$ cat src/include/cfsp_pkg.sv
// Purpose: shared constants for the clock supervision and reset block
// Assumes: clk at 100 MHz, one 32-bit APB register word
// Notes: unlock keys, group codes, field positions and delays
//
// Summary of operation
// - monitor on keeps low-power RC running, except sleep
// - oscillator failure raises trap, moves to fast RC
// - failure: load group, set fail flag, clear enable
// - failure leaves watchdog clock untouched
// - slow start after power-up traps to fast RC
// - switch among four groups; primary option from fuse
// - current group read-only; new group writable
// - power-up loads both group fields from fuse
// - show PLL lock and read-only fail flag
// - enable clears once switch done; clearing it aborts
// - fuse field 1x disables switching and monitoring
// - switching off: fuses select, current group reports
// - low byte unlocked by 0x46 then 0x57
// - high byte unlocked by 0x78 then 0x9A
// - unlocked byte write open for one transfer
// - wait 10 us bias plus 0/4/16/64 ms
// - reset released on first quadrature phase edge
// - monitor on, clock not ready: trap, run fast RC
// - no monitor, no timer: leave reset quickly
// - no monitor, no clock: stay frozen in reset
// - pin reset filtered; internal resets never drive pin
// - watchdog wake-up leaves registers unchanged
// - current group code 001 means fast RC
package cfsp_pkg;
    localparam logic [11:0] OSC_CTRL_OFS = 12'h000; // register byte address
    localparam int CUR_LSB  = 12;                   // current group 14:12
    localparam int NEW_LSB  = 8;                    // new group 10:8
    localparam int LOCK_BIT = 5;                    // pll lock status
    localparam int CF_BIT   = 3;                    // clock fail flag
    localparam int SWEN_BIT = 0;                    // switch enable
    localparam logic [2:0] GRP_SEC  = 3'h0;         // secondary
    localparam logic [2:0] GRP_FRC  = 3'h1;         // fast rc
    localparam logic [2:0] GRP_LOW_POWER_RC = 3'h2;         // low-power rc
    localparam logic [2:0] GRP_PRI  = 3'h3;         // primary, no pll
    localparam logic [2:0] GRP_PLL  = 3'h7;         // primary with pll
    localparam logic [7:0] KEY_LO1 = 8'h46;         // low byte keys
    localparam logic [7:0] KEY_LO2 = 8'h57;
    localparam logic [7:0] KEY_HI1 = 8'h78;         // high byte keys
    localparam logic [7:0] KEY_HI2 = 8'h9A;
    localparam logic [3:0] STRB_LO = 4'h1;          // byte lane 0 only
    localparam logic [3:0] STRB_HI = 4'h2;          // byte lane 1 only
    localparam int CLK_NS    = 10;                  // clock period
    localparam int BIAS_NS   = 10000;               // 10 us bias settle
    localparam int BIAS_CYC  = (BIAS_NS + CLK_NS - 1) / CLK_NS;
    localparam int NS_PER_MS = 1000000;
    localparam int PWRT4_MS  = 4;                   // power-up delays
    localparam int PWRT16_MS = 16;
    localparam int PWRT64_MS = 64;
    localparam int CNT_W     = 23;                  // holds 64 ms count
    localparam int FILT_CYC  = 4;                   // pin glitch filter
    localparam logic [2:0] RST_GRP = 3'h1;          // before fuse load
    typedef enum logic [1:0] {LK_IDLE, LK_KEY1, LK_OPEN} cfsp_lock_t;
    typedef enum logic [3:0] {
        ST_BIAS, ST_POWER_UP_TIMER, ST_CHECK, ST_FREEZE, ST_RUN,
        ST_SWITCH, ST_F_GRP, ST_F_CF, ST_F_SW
    } cfsp_state_t;
endpackage

$ cat src/design/cfsp_rst_filter.sv
// Purpose: glitch filter for the external reset pin
// Assumes: pin level already synchronous to clk
// Notes: state flips only after a steady run of samples
`timescale 1ns/1ps
module cfsp_rst_filter
    import cfsp_pkg::*;
#(
    parameter int FILT_LEN = FILT_CYC  // samples needed to flip
) (
    input  wire logic clk,
    input  wire logic reset,
    input  wire logic pin_n,           // raw pin, low = reset
    output logic      rst_req          // filtered reset request
);
    localparam int CW = $clog2(FILT_LEN + 1);
    logic [CW-1:0] run_ff;             // steady-sample counter
    logic          req_ff;             // filtered state

    // short pulses never reach the counter's end
    always_ff @(posedge clk or posedge reset) begin
        if (reset) begin
            run_ff <= '0;
            req_ff <= 1'b0;
        end else if (pin_n != req_ff) begin
            run_ff <= '0;              // pin agrees, no change
        end else if (run_ff == CW'(FILT_LEN - 1)) begin
            run_ff <= '0;
            req_ff <= ~req_ff;         // steady long enough
        end else begin
            run_ff <= run_ff + 1'b1;
        end
    end

    // pin is input only: internal resets cannot pull it
    assign rst_req = req_ff;
endmodule

$ cat src/design/cfsp_top.sv
// Purpose: clock fail-safe, keyed clock switch, power-up sequencing
// Assumes: APB slave, zero wait states, clk 100 MHz
// Notes: long power-up counts are parameters for simulation
//
// Added by the designer: register access over APB and the address map.
`timescale 1ns/1ps
module cfsp_top
    import cfsp_pkg::*;
#(
    parameter int PWRT4_CYC  = PWRT4_MS * (NS_PER_MS / CLK_NS),
    parameter int PWRT16_CYC = PWRT16_MS * (NS_PER_MS / CLK_NS),
    parameter int PWRT64_CYC = PWRT64_MS * (NS_PER_MS / CLK_NS)
) (
    input  wire logic        clk,
    input  wire logic        reset,
    input  wire logic        psel,
    input  wire logic        penable,
    input  wire logic        pwrite,
    input  wire logic [11:0] paddr,
    input  wire logic [31:0] pwdata,
    input  wire logic [3:0]  pstrb,
    output logic [31:0]      prdata,
    output logic             pready,
    output logic             pslverr,
    input  wire logic [2:0]  group_fuse,
    input  wire logic [4:0]  primary_mode_fuse,
    input  wire logic [1:0]  switch_monitor_fuse,
    input  wire logic [1:0]  power_up_timer_fuse,
    input  wire logic        soft_watchdog_enable,
    input  wire logic        sleep_mode,
    input  wire logic        watchdog_wake,
    input  wire logic        external_reset_pin_n,
    input  wire logic        first_quadrature_phase,
    input  wire logic        osc_running,
    input  wire logic        oscillator_startup_done,
    input  wire logic        pll_locked,
    input  wire logic        group_ready,
    output logic [2:0]       active_group,
    output logic [4:0]       primary_mode,
    output logic [2:0]       osc_request_group,
    output logic             fast_rc_run,
    output logic             low_power_rc_enable,
    output logic             clock_fail_trap,
    output logic             internal_system_reset
);
    // group code is one of the four switchable groups
    function automatic logic grp_legal(logic [2:0] g);
        grp_legal = (g == GRP_SEC) || (g == GRP_FRC) ||
                    (g == GRP_LOW_POWER_RC) || grp_pri(g);
    endfunction

    // primary group, with or without pll
    function automatic logic grp_pri(logic [2:0] g);
        grp_pri = (g == GRP_PRI) || (g == GRP_PLL);
    endfunction

    // unlock step for one byte lane; any other transfer drops it
    function automatic cfsp_lock_t lock_next(cfsp_lock_t st,
                                             logic hit,
                                             logic [7:0] d,
                                             logic [7:0] k1,
                                             logic [7:0] k2);
        if (st == LK_OPEN)
            lock_next = LK_IDLE;              // window is one transfer
        else if (hit && st == LK_KEY1 && d == k2)
            lock_next = LK_OPEN;
        else if (hit && d == k1)
            lock_next = LK_KEY1;
        else
            lock_next = LK_IDLE;
    endfunction

    cfsp_state_t       state_ff;              // sequencing state
    cfsp_state_t       nxt_state;
    cfsp_lock_t        lo_lk_ff;              // low byte unlock
    cfsp_lock_t        hi_lk_ff;              // high byte unlock
    logic [CNT_W-1:0]  cnt_ff;                // delay counter
    logic [CNT_W-1:0]  power_up_timer_lim;              // selected delay
    logic [2:0]        cur_ff;                // current group
    logic [2:0]        new_ff;                // requested group
    logic              cf_ff;                 // clock fail flag
    logic              swen_ff;               // switch enable
    logic              internal_system_reset_ff;             // internal reset
    logic              trap_ff;               // trap pulse
    logic [31:0]       prdata_ff;
    logic              pslverr_ff;
    logic [15:0]       reg_img;               // register read image
    logic              ext_rst;               // filtered pin reset
    logic              switch_on;
    logic              monitor_on;
    logic              clk_bad;
    logic              xfer;
    logic              addr_ok;
    logic              lo_wr;
    logic              hi_wr;
    logic              apply_lo;
    logic              apply_hi;
    logic              in_powerup;

    cfsp_rst_filter u_filt (
        .clk     (clk),
        .reset   (reset),
        .pin_n   (external_reset_pin_n),
        .rst_req (ext_rst)
    );

    // fuse field 1x turns both functions off
    assign switch_on  = ~switch_monitor_fuse[1];
    assign monitor_on = (switch_monitor_fuse == 2'b00);
    assign in_powerup = (state_ff == ST_BIAS) ||
                        (state_ff == ST_POWER_UP_TIMER);

    // clock not usable: dead, still starting, or pll unlocked
    assign clk_bad = ~osc_running ||
                     (grp_pri(cur_ff) && ~oscillator_startup_done) ||
                     ((cur_ff == GRP_PLL) && ~pll_locked);

    // apb decode; each completed transfer is one instruction
    assign xfer     = psel && penable;
    assign addr_ok  = (paddr == OSC_CTRL_OFS);
    assign lo_wr    = xfer && pwrite && addr_ok && (pstrb == STRB_LO);
    assign hi_wr    = xfer && pwrite && addr_ok && (pstrb == STRB_HI);
    assign apply_lo = lo_wr && (lo_lk_ff == LK_OPEN);
    assign apply_hi = hi_wr && (hi_lk_ff == LK_OPEN);

    // selected power-up delay, zero means none
    always_comb begin
        case (power_up_timer_fuse)
            2'b01:   power_up_timer_lim = CNT_W'(PWRT4_CYC);
            2'b10:   power_up_timer_lim = CNT_W'(PWRT16_CYC);
            2'b11:   power_up_timer_lim = CNT_W'(PWRT64_CYC);
            default: power_up_timer_lim = '0;
        endcase
    end

    // unlock trackers; wrong key or other transfer discards
    always_ff @(posedge clk or posedge reset) begin
        if (reset) begin
            lo_lk_ff <= LK_IDLE;
            hi_lk_ff <= LK_IDLE;
        end else if (xfer) begin
            lo_lk_ff <= lock_next(lo_lk_ff, lo_wr, pwdata[7:0],
                                  KEY_LO1, KEY_LO2);
            hi_lk_ff <= lock_next(hi_lk_ff, hi_wr, pwdata[15:8],
                                  KEY_HI1, KEY_HI2);
        end
    end

    // sequencing: power-up, check, run, switch, failure steps
    always_comb begin
        nxt_state = state_ff;
        case (state_ff)
            ST_BIAS:
                if (cnt_ff == CNT_W'(BIAS_CYC - 1))
                    nxt_state = ST_POWER_UP_TIMER;
            ST_POWER_UP_TIMER:
                if (cnt_ff >= power_up_timer_lim)
                    nxt_state = ST_CHECK;        // none: quick
            ST_CHECK:
                if (clk_bad && monitor_on)
                    nxt_state = ST_F_GRP;
                else if (clk_bad)
                    nxt_state = ST_FREEZE;
                else
                    nxt_state = ST_RUN;
            ST_FREEZE:
                if (!clk_bad)
                    nxt_state = ST_RUN;   // frozen until clock
            ST_RUN:
                if (monitor_on && !osc_running && !sleep_mode)
                    nxt_state = ST_F_GRP;
                else if (swen_ff && switch_on && grp_legal(new_ff) &&
                         new_ff != cur_ff)
                    nxt_state = ST_SWITCH;
            ST_SWITCH:
                if (!swen_ff)
                    nxt_state = ST_RUN;        // software abort
                else if (monitor_on && !osc_running)
                    nxt_state = ST_F_GRP;
                else if (group_ready)
                    nxt_state = ST_RUN;
            ST_F_GRP: nxt_state = ST_F_CF;
            ST_F_CF:  nxt_state = ST_F_SW;
            ST_F_SW:
                if (!internal_system_reset_ff)
                    nxt_state = ST_RUN;  // trap only once core runs
            default: nxt_state = ST_BIAS;
        endcase
        // pin reset rechecks the clock but keeps power-up done
        if (ext_rst && !in_powerup)
            nxt_state = ST_CHECK;
    end

    // state register
    always_ff @(posedge clk or posedge reset) begin
        if (reset)
            state_ff <= ST_BIAS;
        else
            state_ff <= nxt_state;
    end

    // delay counter, restarts at each state change
    always_ff @(posedge clk or posedge reset) begin
        if (reset)
            cnt_ff <= '0;
        else if (nxt_state != state_ff)
            cnt_ff <= '0;
        else if (in_powerup)
            cnt_ff <= cnt_ff + 1'b1;
    end

    // current group: fuse at power-up, switch result, fast rc on fail
    always_ff @(posedge clk or posedge reset) begin
        if (reset)
            cur_ff <= RST_GRP;
        else if (state_ff == ST_BIAS || !switch_on)
            cur_ff <= group_fuse;
        else if (state_ff == ST_F_GRP)
            cur_ff <= GRP_FRC;              // step one
        else if (state_ff == ST_SWITCH && swen_ff && group_ready &&
                 !(monitor_on && !osc_running))
            cur_ff <= new_ff;
    end

    // new group: fuse at power-up, then unlocked high byte
    always_ff @(posedge clk or posedge reset) begin
        if (reset)
            new_ff <= RST_GRP;
        else if (state_ff == ST_BIAS)
            new_ff <= group_fuse;
        else if (apply_hi)
            new_ff <= pwdata[NEW_LSB +: 3];
    end

    // fail flag: set by hardware only, cleared only by reset
    // a watchdog wake is not a reset, so nothing here moves
    always_ff @(posedge clk or posedge reset) begin
        if (reset)
            cf_ff <= 1'b0;
        else if (state_ff == ST_F_CF)
            cf_ff <= 1'b1;                      // step two
    end

    // switch enable: hardware clear beats a software write
    always_ff @(posedge clk or posedge reset) begin
        if (reset)
            swen_ff <= 1'b0;
        else if (state_ff == ST_F_SW)
            swen_ff <= 1'b0;                    // step three
        else if (state_ff == ST_SWITCH && group_ready)
            swen_ff <= 1'b0;                    // switch done
        else if (apply_lo && switch_on)
            swen_ff <= pwdata[SWEN_BIT];        // set or abort
    end

    // internal reset: released on a phase-one edge
    always_ff @(posedge clk or posedge reset) begin
        if (reset)
            internal_system_reset_ff <= 1'b1;
        else if (ext_rst)
            internal_system_reset_ff <= 1'b1;
        else if (first_quadrature_phase && !in_powerup &&
                 state_ff != ST_CHECK && state_ff != ST_FREEZE)
            internal_system_reset_ff <= 1'b0;
    end

    // trap pulse once the failure steps finish
    always_ff @(posedge clk or posedge reset) begin
        if (reset)
            trap_ff <= 1'b0;
        else
            trap_ff <= (state_ff == ST_F_SW) && !internal_system_reset_ff;
    end

    // register image; lock and fail flag are status only
    always_comb begin
        reg_img = 16'h0000;
        reg_img[CUR_LSB +: 3] = active_group;   // read-only
        reg_img[NEW_LSB +: 3] = new_ff;
        reg_img[LOCK_BIT]     = pll_locked;
        reg_img[CF_BIT]       = cf_ff;
        reg_img[SWEN_BIT]     = swen_ff;
    end

    // read data and error captured in the setup cycle
    always_ff @(posedge clk or posedge reset) begin
        if (reset) begin
            prdata_ff  <= 32'h0000_0000;
            pslverr_ff <= 1'b0;
        end else if (psel && !penable) begin
            prdata_ff  <= (addr_ok && !pwrite) ?
                          {16'h0000, reg_img} : 32'h0000_0000;
            pslverr_ff <= !addr_ok;             // unmapped address
        end
    end

    assign prdata  = prdata_ff;
    assign pready  = penable;                   // zero wait states
    assign pslverr = pslverr_ff && psel && penable;

    // fuses pick the clock when switching is off
    assign active_group = switch_on ? cur_ff : group_fuse;
    // option inside the primary group fixed by fuse
    assign primary_mode = grp_pri(active_group) ?
                          primary_mode_fuse : 5'h00;
    // sources start the target while a switch is pending
    assign osc_request_group = (state_ff == ST_SWITCH) ?
                               new_ff : active_group;
    assign fast_rc_run = (active_group == GRP_FRC);
    // monitor overrides the soft enable; fail path never
    // touches it, so the watchdog clock runs on
    assign low_power_rc_enable = (monitor_on && !sleep_mode) ||
                                 soft_watchdog_enable ||
                                 (active_group == GRP_LOW_POWER_RC) ||
                                 in_powerup;
    assign clock_fail_trap       = trap_ff;
    assign internal_system_reset = internal_system_reset_ff;
endmodule

$ cat config.mk
export PLATFORM = sky130hd
export DESIGN_NAME = cfsp_top
export DESIGN_NICKNAME = d
export VERILOG_FILES = /design/src/include/cfsp_pkg.sv /design/src/design/cfsp_rst_filter.sv /design/src/design/cfsp_top.sv
export SDC_FILE = /design/constraint.sdc
export NUM_CORES = 1
export LEC_CHECK = 0
export BUFFER_PORTS_ARGS = -buffer_cell sky130_fd_sc_hd__buf_4
export CORE_MARGIN = 2
export CORE_UTILIZATION = 42
export CTS_CLUSTER_DIAMETER = 100
export DETAILED_ROUTE_END_ITERATION = 16
export PLACE_DENSITY = 0.78
export SLEW_MARGIN = 20
export SYNTH_ARGS = -nofsm -noshare
export SYNTH_HDL_FRONTEND = slang
export SYNTH_HIERARCHICAL = 1
export SYNTH_SLANG_ARGS = --single-unit
$ cat constraint.sdc
create_clock -name clk -period 3.77 [get_ports clk]
set_input_delay 0.754 -clock clk [delete_from_list [all_inputs] [get_ports clk]]
set_output_delay 0.754 -clock clk [all_outputs]
set_load 0.05 [all_outputs]
; After elaboration in Yosys (flattened, before gate mapping)
; Index checks and enable logic that the tools add are counted.
[word_totals]
register_bits = 78
output_inout_bits = 49
word_cells = 166
[op_classes]
addsub = 2
mux = 38
bitwise_logic = 6
n_lt_le_gt_ge = 1
reduce_logical = 67
n_eq_ne = 38
[op_table]
columns = cell, n
row1 = $pmux W23 S3, 1
row2 = $mux W23, 2
row3 = $mux W4, 10
row4 = $logic_and A1 B1 Y1, 36
row5 = $pmux W4 S9, 1
row6 = $mux W3, 11
row7 = $eq A8 B7 Y1 const B, 3
row8 = $add A23 B1 Y23 const B, 1
row9 = $eq A23 B10 Y1 const B, 1
row10 = $ge A23 B23 Y1, 1
row11 = $eq A3 B2 Y1 const B, 6
row12 = $eq A4 B3 Y1 const B, 4
row13 = $mux W15, 1
row14 = $logic_or A1 B1 Y1, 13
row15 = $eq A4 B2 Y1 const B, 3
row16 = $logic_not A12 Y1, 1
row17 = $eq A3 B3 Y1 const B, 3
row18 = $eq A2 B2 Y1 const B, 4
row19 = $eq A4 B1 Y1 const B, 2
row20 = $eq A8 B8 Y1 const B, 1
row21 = $logic_not A1 Y1, 8
row22 = $mux W2, 4
row23 = $ne A4 B2 Y1 const B, 2
row24 = $mux W1, 7
row25 = other kinds (15), 26

; Logic depth before layout (Yosys ltp)
; Gate-level depths: netlist (run 1).
[depth]
ltp_word = 12
depth_mapped = 12
ltp_nobuf = 11

; By module
; Netlist (run 1), hierarchy kept.
[modules_own_cells]
columns = mod, n_inst, area_each_um2, seq_area_each_um2, cells_per_inst
row1 = cfsp_top, 1, 3567.2, 1280.0, 399
row2 = cfsp_rst_filter, 1, 165.2, 100.1, 13

; Worst setup path after synthesis (run 1)
; OpenSTA, ideal clock, no wires.
[synth_path]
kind = input-to-output
from = in switch_monitor_fuse[1]
to = out low_power_rc_enable
setup_slack_ps = 234
arrival_time_ps = 2782
n_path_buf = 1
path_stages = 4
cell_sequence = buf_2 > mux2i_1 > inv_1 > o31ai_1
[synth_via]
elab_cells_between_ends = 7
cone_classes = eq/ne (1) / mux (1) / reduce/logical (5)
[synth_rtl]
columns = element, line_no
row1 = "start, declared", cfsp_top.sv:27  ; input wire logic [1:0] switch_monitor_fuse,
row2 = $mux W3, cfsp_top.sv:302  ; assign active_group = switch_on ? cur_ff : group_fuse;
row3 = net active_group[0], cfsp_top.sv:38  ; output logic [2:0] active_group,
row4 = $eq A3 B2 Y1, cfsp_top.sv:314  ; (active_group == GRP_LOW_POWER_RC) ||
row5 = $logic_or A1 B1 Y1, cfsp_top.sv:313  ; soft_watchdog_enable ||
row6 = $logic_or A1 B1 Y1, cfsp_top.sv:314
row7 = "end, declared", cfsp_top.sv:42  ; output logic low_power_rc_enable,
; The timed path passes the listed nets, and every way through them passes these cells.

; Worst setup path after layout (run 1)
[layout_path]
from = in power_up_timer_fuse[0]
to = reg cnt_ff[22]
[layout_via]
elab_chain_len = 8
elab_cells_between_ends = 11
cone_classes = order compare (1) / eq/ne (4) / mux (5) / reduce/logical (1)
[layout_lines]
columns = element, line_no
row1 = "start, declared", cfsp_top.sv:28  ; input wire logic [1:0] power_up_timer_fuse,
row2 = $eq A2 B2 Y1 / $eq A2 B1 Y1 (equally long branches), cfsp_top.sv:128  ; case (power_up_timer_fuse)
row3 = $pmux W23 S3 *, cfsp_top.sv:128
row4 = $ge A23 B23 Y1 *, cfsp_top.sv:157  ; if (cnt_ff >= power_up_timer_lim)
row5 = $mux W4 *, cfsp_top.sv:157
row6 = $pmux W4 S9 *, cfsp_top.sv:152  ; case (state_ff)
row7 = $mux W4 *, cfsp_top.sv:190  ; if (ext_rst && !in_powerup)
row8 = $ne A4 B4 Y1 *, cfsp_top.sv:206  ; else if (nxt_state != state_ff)
row9 = $mux W23 / $reduce_bool A2 Y1 (equally long branches), --
row10 = "end signal, assigned", cfsp_top.sv:209  ; cnt_ff <= cnt_ff + 1'b1;
row11 = "end, declared", cfsp_top.sv:77  ; logic [CNT_W-1:0] cnt_ff;
; Mark *: on every way between the ends. The rest lies on a longest branch, timed or not.
; A chain may end at the register's enable or synchronous reset.

==> metrics.json, run 1 <==
{
  "synthesis": {
    "syn_area_per_cell_sq_um": 9.06,
    "seq_area_frac_synth_pct": 37.0,
    "synth_largest_area_cell": "dfrtp_1",
    "netlist_top_cells_count": "52 x dfrtp_1, 41 x nor2_1, 25 x nand2_1, 24 x buf_4, 23 x inv_1",
    "ys.warnings.count": 6,
    "synth-edff-count": 0,
    "flops_latches_synth": 55,
    "synthesis.instances": 412,
    "yosysTopAreaCellShare_pct": 34.9,
    "synth_async_sr_flop_share_pct": 100,
    "most_frequently_used_cell_type_in_the_post_synthesis_netlist": "dfrtp_1",
    "post_synth_num_cell_types": 62,
    "postSynth.topFlopCell": "dfrtp_1",
    "synth.area.top_cells": "dfrtp_1 35%, ha_1 7.0%, buf_4 4.8%",
    "synth_area_sq_um": 3730
  },
  "floorplan": {
    "initial_utilization_pct": 43.0,
    "floorplan.die.height_um": 98.3,
    "floorplan.core_area_sq_um": 8680,
    "std_cell_rows": 34,
    "floorplan.die.width_um": 98.3,
    "number_of_top_level_pins": 123,
    "dieArea_sq_um": 9660
  },
  "setup_path": {
    "setup.worst_path.end_class": "flop",
    "worst_setup_path_endpoint": "cnt_ff[22]",
    "cp_max_fo": 23,
    "crit_type": "in -> reg",
    "critical_path.startpoint": "power_up_timer_fuse[0]",
    "cp.arrival_ps": 3060,
    "rr_endpoint": "cnt_ff[22]",
    "required_ps": 3970,
    "worst-r2r-cell-count": 8,
    "r2r_setup_slk_ps": 1300,
    "setup.worst_path.start_class": "primary input",
    "worst_reg2reg_startpoint": "state_ff[1]"
  },
  "sta": {
    "setup_slack_ps": 909,
    "rsz0062_at_grt": "no",
    "post-route-min-period_ps": 2860,
    "totalNegativeSetupSlack_ps": 0,
    "timing_worst_slew_pin_value_ps": 1010,
    "min_period_over_period_pct": 75.9,
    "slew_headroom_pct": 32.1,
    "setup_viol": 0,
    "final-max-slew-violation-count": 0,
    "timing.clock.skew_ps": 10.9,
    "timing.fmax_ghz": 0.349,
    "hold_viol_final": 0
  },
  "final_layout": {
    "num-fill-cells": 809,
    "layout-drive-gt1-share_pct": 22.5,
    "area_of_combinational_cells_with_multiple_inputs_sq_um": 2100,
    "post-route-cell-area_sq_um": 4430,
    "layout.area.seq_sq_um": 1380,
    "final_util_pct": 51.0,
    "antenna-diode-count": 0,
    "syn2layout_area_growth_pct": 18.7,
    "fin_nets": 583
  },
  "cts": {
    "cts-root-to-sink-buffers": 2,
    "holdBufCountCts": 0,
    "cts.clk_slew.worst_paths_ps": 100,
    "cts_resized": 0,
    "clock_tree.htree_level_count": 2,
    "tritoncts.num_buffers": 5,
    "clock-root-buffer": "clkbuf_8",
    "post-cts-setup-buffer-count": 0,
    "cts_tree": "done",
    "clock_latency_ps": 320,
    "cts.sinks": 55
  },
  "detailed_routing": {
    "remaining_drc_errors": 0,
    "postRouteAntennaNets": 0,
    "detailedRoute.firstPassIterationCount": 4,
    "routed_wirelength_mm": 8.49,
    "first_iter_violations": 127,
    "routed_via_density": 5.38,
    "drt-wirelength-per-cell_um": 14.2,
    "vias": 3210
  },
  "placed_design": {
    "hpwlAfterDp_mm": 6.65,
    "setup_ws_pre_cts_ps": 589,
    "detailed_place.area_sq_um": 4320,
    "globalplace.congestion": 0.863,
    "buffer_ports.inserted": 82
  },
  "global_route": {
    "grt_start_max_net_pins": 52,
    "gr-usage-all-layers_pct": 18.1,
    "initial_antenna_violation_count": 0,
    "first_global_vias": 3276,
    "global_route_wire_length_before_repair_mm": 14.7,
    "gr-total-overflow": 0
  },
  "power_and_ir_drop": {
    "pwr_density_cell_nw_per_um2": 491,
    "vdd_ir_drop_max_v": 0.000262,
    "power_leakage_nw": 2.05
  },
  "worst_hold_path": {
    "min-delay-path-class": "in -> async"
  },
  "run": {
    "max_cap_violations": 0
  },
  "run_status": {
    "run_status": "finished, final reports clean"
  }
}
## worst min path at each step
stage | to | slack (ps) | cells after the start
after global placement | u_filt/run_ff[0] | 430 | 1
after floorplan | u_filt/run_ff[0] | 420 | 1
after global routing | u_filt/run_ff[2] | 320 | 2
final | u_filt/rst_req | 330 | 2
after detailed placement | u_filt/run_ff[0] | 440 | 1
after CTS | u_filt/run_ff[0] | 320 | 2
## sequential cells by signal (all words and copies together) (netlist names)
signal / count
cf_ff: 1
hi_lk_ff: 2
cnt_ff: 23
cur_ff: 3
u_filt/rst_req: 1
internal_system_reset: 1
lo_lk_ff: 2
u_filt/run_ff: 3
pslverr_ff: 1
prdata: 9
clock_fail_trap: 1
new_ff: 3
state_ff: 4
swen_ff: 1
## worst max-delay path: stages
cell	delay, ps
buf_4	90
inv_1	50
ha_1	270
inv_1	40
ha_1	280
nor4bb_1	320
nand3_1	140
a21oi_1	200
o31a_1	240
o211ai_1	150
nand4b_1	170
buf_4	280
nor2_1	80
## final cells by class
cell class	count	area share (%)
Timing Repair Buffer	83	14.1
Clock buffer	7	2.18
Inverter	24	2.06
Tap cell	108	3.05
Sequential cell	55	31.2
Clock inverter	1	0.169
Multi-Input combinational cell	319	47.3
## stage by stage
step,hold WS (ps),total power (W),std cells
after floorplan,419,0.00159,434
after global placement,431,0.00178,589
after detailed placement,440,0.00181,589
after CTS,323,0.00218,597
after global routing,323,0.00231,597
final,328,0.00217,597
## routing by layer
layer | vias to the layer above | share of wire, % | wire [um] | global-route usage [%]
met2 | 91 | 50 | 4270 | 31.6
li1 | 1570 | - | - | -
met3 | 9 | 5.2 | 441 | 3.72
met5 | - | 0 | 0 | 0
met1 | 1540 | 43 | 3670 | 22.5
met4 | 0 | 1.3 | 107 | 5.58
## placed cells by master, fill, tap and decap left out, types with 7 or more instances in the layout
| master | instances |
|---|---|
| ha_1 | 21 |
| nand2_1 | 25 |
| nor3_1 | 16 |
| buf_4 | 83 |
| o21ai_0 | 12 |
| clkbuf_8 | 7 |
| inv_1 | 22 |
| a21oi_1 | 17 |
| nor2_1 | 41 |
| nand3_1 | 19 |
| mux2i_1 | 7 |
| dfrtp_1 | 52 |
| xnor2_1 | 14 |
| a22o_1 | 9 |
| conb_1 | 23 |
| and3_1 | 9 |
| nand4_1 | 12 |
| xor2_1 | 13 |
| nor4_1 | 7 |
## cells by family after synthesis
| logic type | Yosys count | share of synthesized area, % |
|---|---|---|
| buffers and inverters | 60 | 9.08 |
| DFF | 55 | 37.0 |
| muxes | 11 | 3.08 |
| adders and majority gates | 21 | 7.04 |
| AOI/OAI and AO/OA | 70 | 12.7 |
| xor gates and xnor gates | 27 | 6.34 |
| other | 1 | 0.100 |
| and+or+nand+nor | 167 | 24.7 |
## power breakdown
group / switching [W] / internal (W)
combinational: 0.000629 / 0.000357
sequential: 0.000147 / 0.000675
clock: 0.000196 / 0.000168
total: 0.000973 / 0.00120
Power figures use the tool's default switching activity.
==> inputs of run 2 (changes only) <==
--- a/config.mk
+++ b/config.mk
@@ -10,7 +10,7 @@
 export CORE_UTILIZATION = 42
 export CTS_CLUSTER_DIAMETER = 100
 export DETAILED_ROUTE_END_ITERATION = 16
-export PLACE_DENSITY = 0.78
+export PLACE_DENSITY = 0.81
 export SLEW_MARGIN = 20
 export SYNTH_ARGS = -nofsm -noshare
 export SYNTH_HDL_FRONTEND = slang
==> constraint.sdc (replaced) <==
create_clock -name clk -period 2.34 [get_ports clk]
set_input_delay 0.468 -clock clk [delete_from_list [all_inputs] [get_ports clk]]
set_output_delay 0.468 -clock clk [all_outputs]
set_load 0.05 [all_outputs]
==> metrics.json, run 2 (synthesis results as in run 1) <==
{
  "setup_path": {
    "critical-path-top-delay-family": "compound AO/OA/AOI/OAI gates",
    "crit_type": "in -> reg",
    "setup.worst_path.start_class": "primary input",
    "cp_max_fo": {"value": 6, "change": "-74%"},
    "worst-path-buf-inv": {"value": 5, "change": "+1"},
    "critical_path.slowest_cell": "o31a_1",
    "worstPathCellList": "buf_12, inv_12, ha_2, inv_4, ha_4, a211oi_2, o21bai_1, o31a_1, o311a_1, nand4b_1, buf_6, clkbuf_16, nor2_4",
    "cp.arrival": {"value": 2670, "unit": "ps", "change": "-390 ps"},
    "cpPeakStageDelay": {"value": 330, "unit": "ps", "change": "about the same"},
    "required": {"value": 2600, "unit": "ps", "change": "-1370 ps"},
    "setup.worst_path.end_class": "flop"
  },
  "placed_design": {
    "globalplace.congestion": {"value": 0.883, "change": "+2.3%"},
    "buffer_ports.inserted": {"value": 82, "change": "unchanged"},
    "number_of_cells_after_detailed_placement": {"value": 621, "change": "+5.4%"},
    "hpwlAfterDp": {"value": 7.06, "unit": "mm", "change": "+6.1%"}
  },
  "floorplan": {
    "floorplan.die.width": {"value": 98.3, "unit": "um", "change": "unchanged"},
    "floorplan.die.height": {"value": 98.3, "unit": "um", "change": "unchanged"},
    "dieArea": {"value": 9660, "unit": "sq um", "change": "unchanged"},
    "std_cell_rows": {"value": 34, "change": "unchanged"},
    "number_of_top_level_pins": {"value": 123, "change": "unchanged"},
    "floorplan.core_area": {"value": 8680, "unit": "sq um", "change": "unchanged"},
    "initial_utilization": {"value": 43.0, "unit": "%", "change": "unchanged"}
  },
  "sta": {
    "setup_viol": {"value": 23, "change": "+23"},
    "timing.fmax_ghz": 0.415,
    "hold_viol_final": {"value": 0, "change": "unchanged"},
    "rsz0062_at_grt": "yes",
    "final-max-slew-violation-count": {"value": 0, "change": "unchanged"},
    "min_period_over_period_pct": 103,
    "timing.clock.skew": {"value": 10.1, "unit": "ps", "change": "-0.830 ps"},
    "setup_slack": {"value": -70.1, "unit": "ps", "change": "-979 ps"},
    "slew_headroom": {"value": 57.6, "unit": "%", "change": "+25 points"},
    "timing_worst_slew_pin_value": {"value": 636, "unit": "ps", "change": "-374 ps"},
    "post-route-min-period_ps": 2410
  },
  "detailed_routing": {
    "postRouteAntennaNets": {"value": 0, "change": "unchanged"},
    "first_iter_violations": {"value": 101, "change": "-20%"},
    "remaining_drc_errors": {"value": 0, "change": "unchanged"},
    "routed_wirelength": {"value": 9.26, "unit": "mm", "change": "+9.1%"},
    "detailedRoute.firstPassIterationCount": {"value": 4, "change": "unchanged"},
    "drt-wirelength-per-cell": {"value": 14.6, "unit": "um", "change": "+2.4%"},
    "routed_via_density": {"value": 5.49, "change": "+2.1%"},
    "vias": {"value": 3492, "change": "+8.8%"}
  },
  "final_layout": {
    "layout.cells.most_common": "buf_4",
    "syn2layout_area_growth_pct": 34.9,
    "layout_common_cells": "115 x buf_4, 51 x dfrtp_1, 27 x nor2_1, 25 x nand2_1, 23 x conb_1",
    "largest-register": "cnt_ff",
    "final_util": {"value": 58.0, "unit": "%", "change": "+7.0 points"},
    "largest_register_ffs": {"value": 23, "change": "unchanged"},
    "antenna-diode-count": {"value": 0, "change": "unchanged"},
    "layout-drive-gt1-share": {"value": 35.4, "unit": "%", "change": "+13 points"},
    "fin_nets": {"value": 622, "change": "+6.7%"},
    "post_layout_nonfiller_instances": {"value": 636, "change": "+6.5%"}
  },
  "cts": {
    "clock_tree.htree_level_count": {"value": 2, "change": "unchanged"},
    "cts.clk_slew.worst_paths": {"value": 100, "unit": "ps", "change": "about the same"},
    "cts.sinks": {"value": 55, "change": "unchanged"},
    "holdBufCountCts": {"value": 0, "change": "unchanged"},
    "cts-root-to-sink-buffers": {"value": 2, "change": "unchanged"},
    "clock-root-buffer": "clkbuf_8",
    "tritoncts.num_buffers": {"value": 5, "change": "unchanged"},
    "clock_latency": {"value": 310, "unit": "ps", "change": "about the same"},
    "cts_tree": "done"
  },
  "run": {
    "max_cap_violations": {"value": 0, "change": "unchanged"}
  },
  "worst_hold_path": {
    "min-delay-path-class": "in -> async"
  },
  "global_route": {
    "gr-total-overflow": {"value": 0, "change": "unchanged"},
    "gr-usage-all-layers": {"value": 18.7, "unit": "%", "change": "+0.68 points"},
    "global_route_wire_length_before_repair": {"value": 15.1, "unit": "mm", "change": "+3.3%"},
    "initial_antenna_violation_count": {"value": 0, "change": "unchanged"},
    "grt_start_max_net_pins": {"value": 52, "change": "unchanged"},
    "first_global_vias": {"value": 3329, "change": "+1.6%"}
  },
  "run_status": {
    "violated_checks": "setup timing",
    "run_status": "finished, violations left"
  },
  "power_and_ir_drop": {
    "power_leakage": {"value": 2.29, "unit": "nW", "change": "+11%"},
    "pwr_density_cell": {"value": 826, "unit": "nW/um^2", "change": "+68%"},
    "vdd_ir_drop_max": {"value": 0.000523, "unit": "V", "change": "+99%"},
    "finalPower": {"value": 0.00416, "unit": "W", "change": "+91%"}
  }
}
[run 2: routing by layer]
metal  part of all wire, %  vias to the layer above  routed length (um)  track usage [%]
met5                     0                        -                   0                0
met4                   1.6                        0                 151             4.64
met3                   5.2                       16                 483             3.15
met2                    52                      114                4810             34.1
met1                    41                     1702                3820             23.1
li1                      -                     1660                   -                -
[run 2: path summary, 6_finish.rpt]
path | slack, ps | cells after the start | from | to
min in group clk | 340 | 2 | external_reset_pin_n | u_filt/rst_req
max in group asynchronous | 1560 | 3 | reset | state_ff[3]
worst max-delay path | -70 | 13 | power_up_timer_fuse[1] | cnt_ff[9]
worst min register to register | 460 | 1 | u_filt/run_ff[0] | u_filt/run_ff[0]
worst min-delay path | 40 | 2 | reset | u_filt/rst_req
worst max register to register | -10 | 11 | cnt_ff[7] | cnt_ff[9]
[run 2: worst reg2reg max path, delay by kind of cell (launching register included)]
family	cells	cell delay, ps
adders and majority gates	1	290
DFF	1	380
AOI/OAI and AO/OA	3	660
and+or+nand+nor	4	540
buffers and inverters	3	420
[run 2: timing repair]
action	4_1_cts	5_1_grt
buffers inserted	0	5
endpoints found under the setup margin	24	25
resized for setup	11	28
pin swaps	0	1
cloned	0	2
[run 2: cell type report]
cell class                      count  area, sq um
Clock buffer                        6         72.6
Clock inverter                      2         12.5
Fill cell                         751         3640
Inverter                           24          118
Multi-Input combinational cell    319         2320
Sequential cell                    55         1380
Tap cell                          108          135
Timing Repair Buffer              122          997
[run 2: per-stage QoR]
stage | instance area, sq um | setup slack [ps] | setup TNS, ps | hold slack [ps]
final | 5040 | -70.1 | -1150 | 39.7
after floorplan | 3970 | -70.5 | -1370 | 234
after detailed placement | 4720 | -429 | -9170 | 375
after global placement | 4720 | -312 | -6510 | 370
after global routing | 5040 | -146 | -2840 | 39.3
after CTS | 4840 | -4.39 | -8.40 | 32.1
[run 2: where the power goes]
group	total, W	leakage [nW]	internal (W)	switching, W
Sequential	0.00125	0.725	0.00109	0.000165
Combinational	0.00239	1.52	0.00101	0.00138
Clock	0.000515	0.0412	0.000210	0.000305
Total	0.00416	2.29	0.00231	0.00185
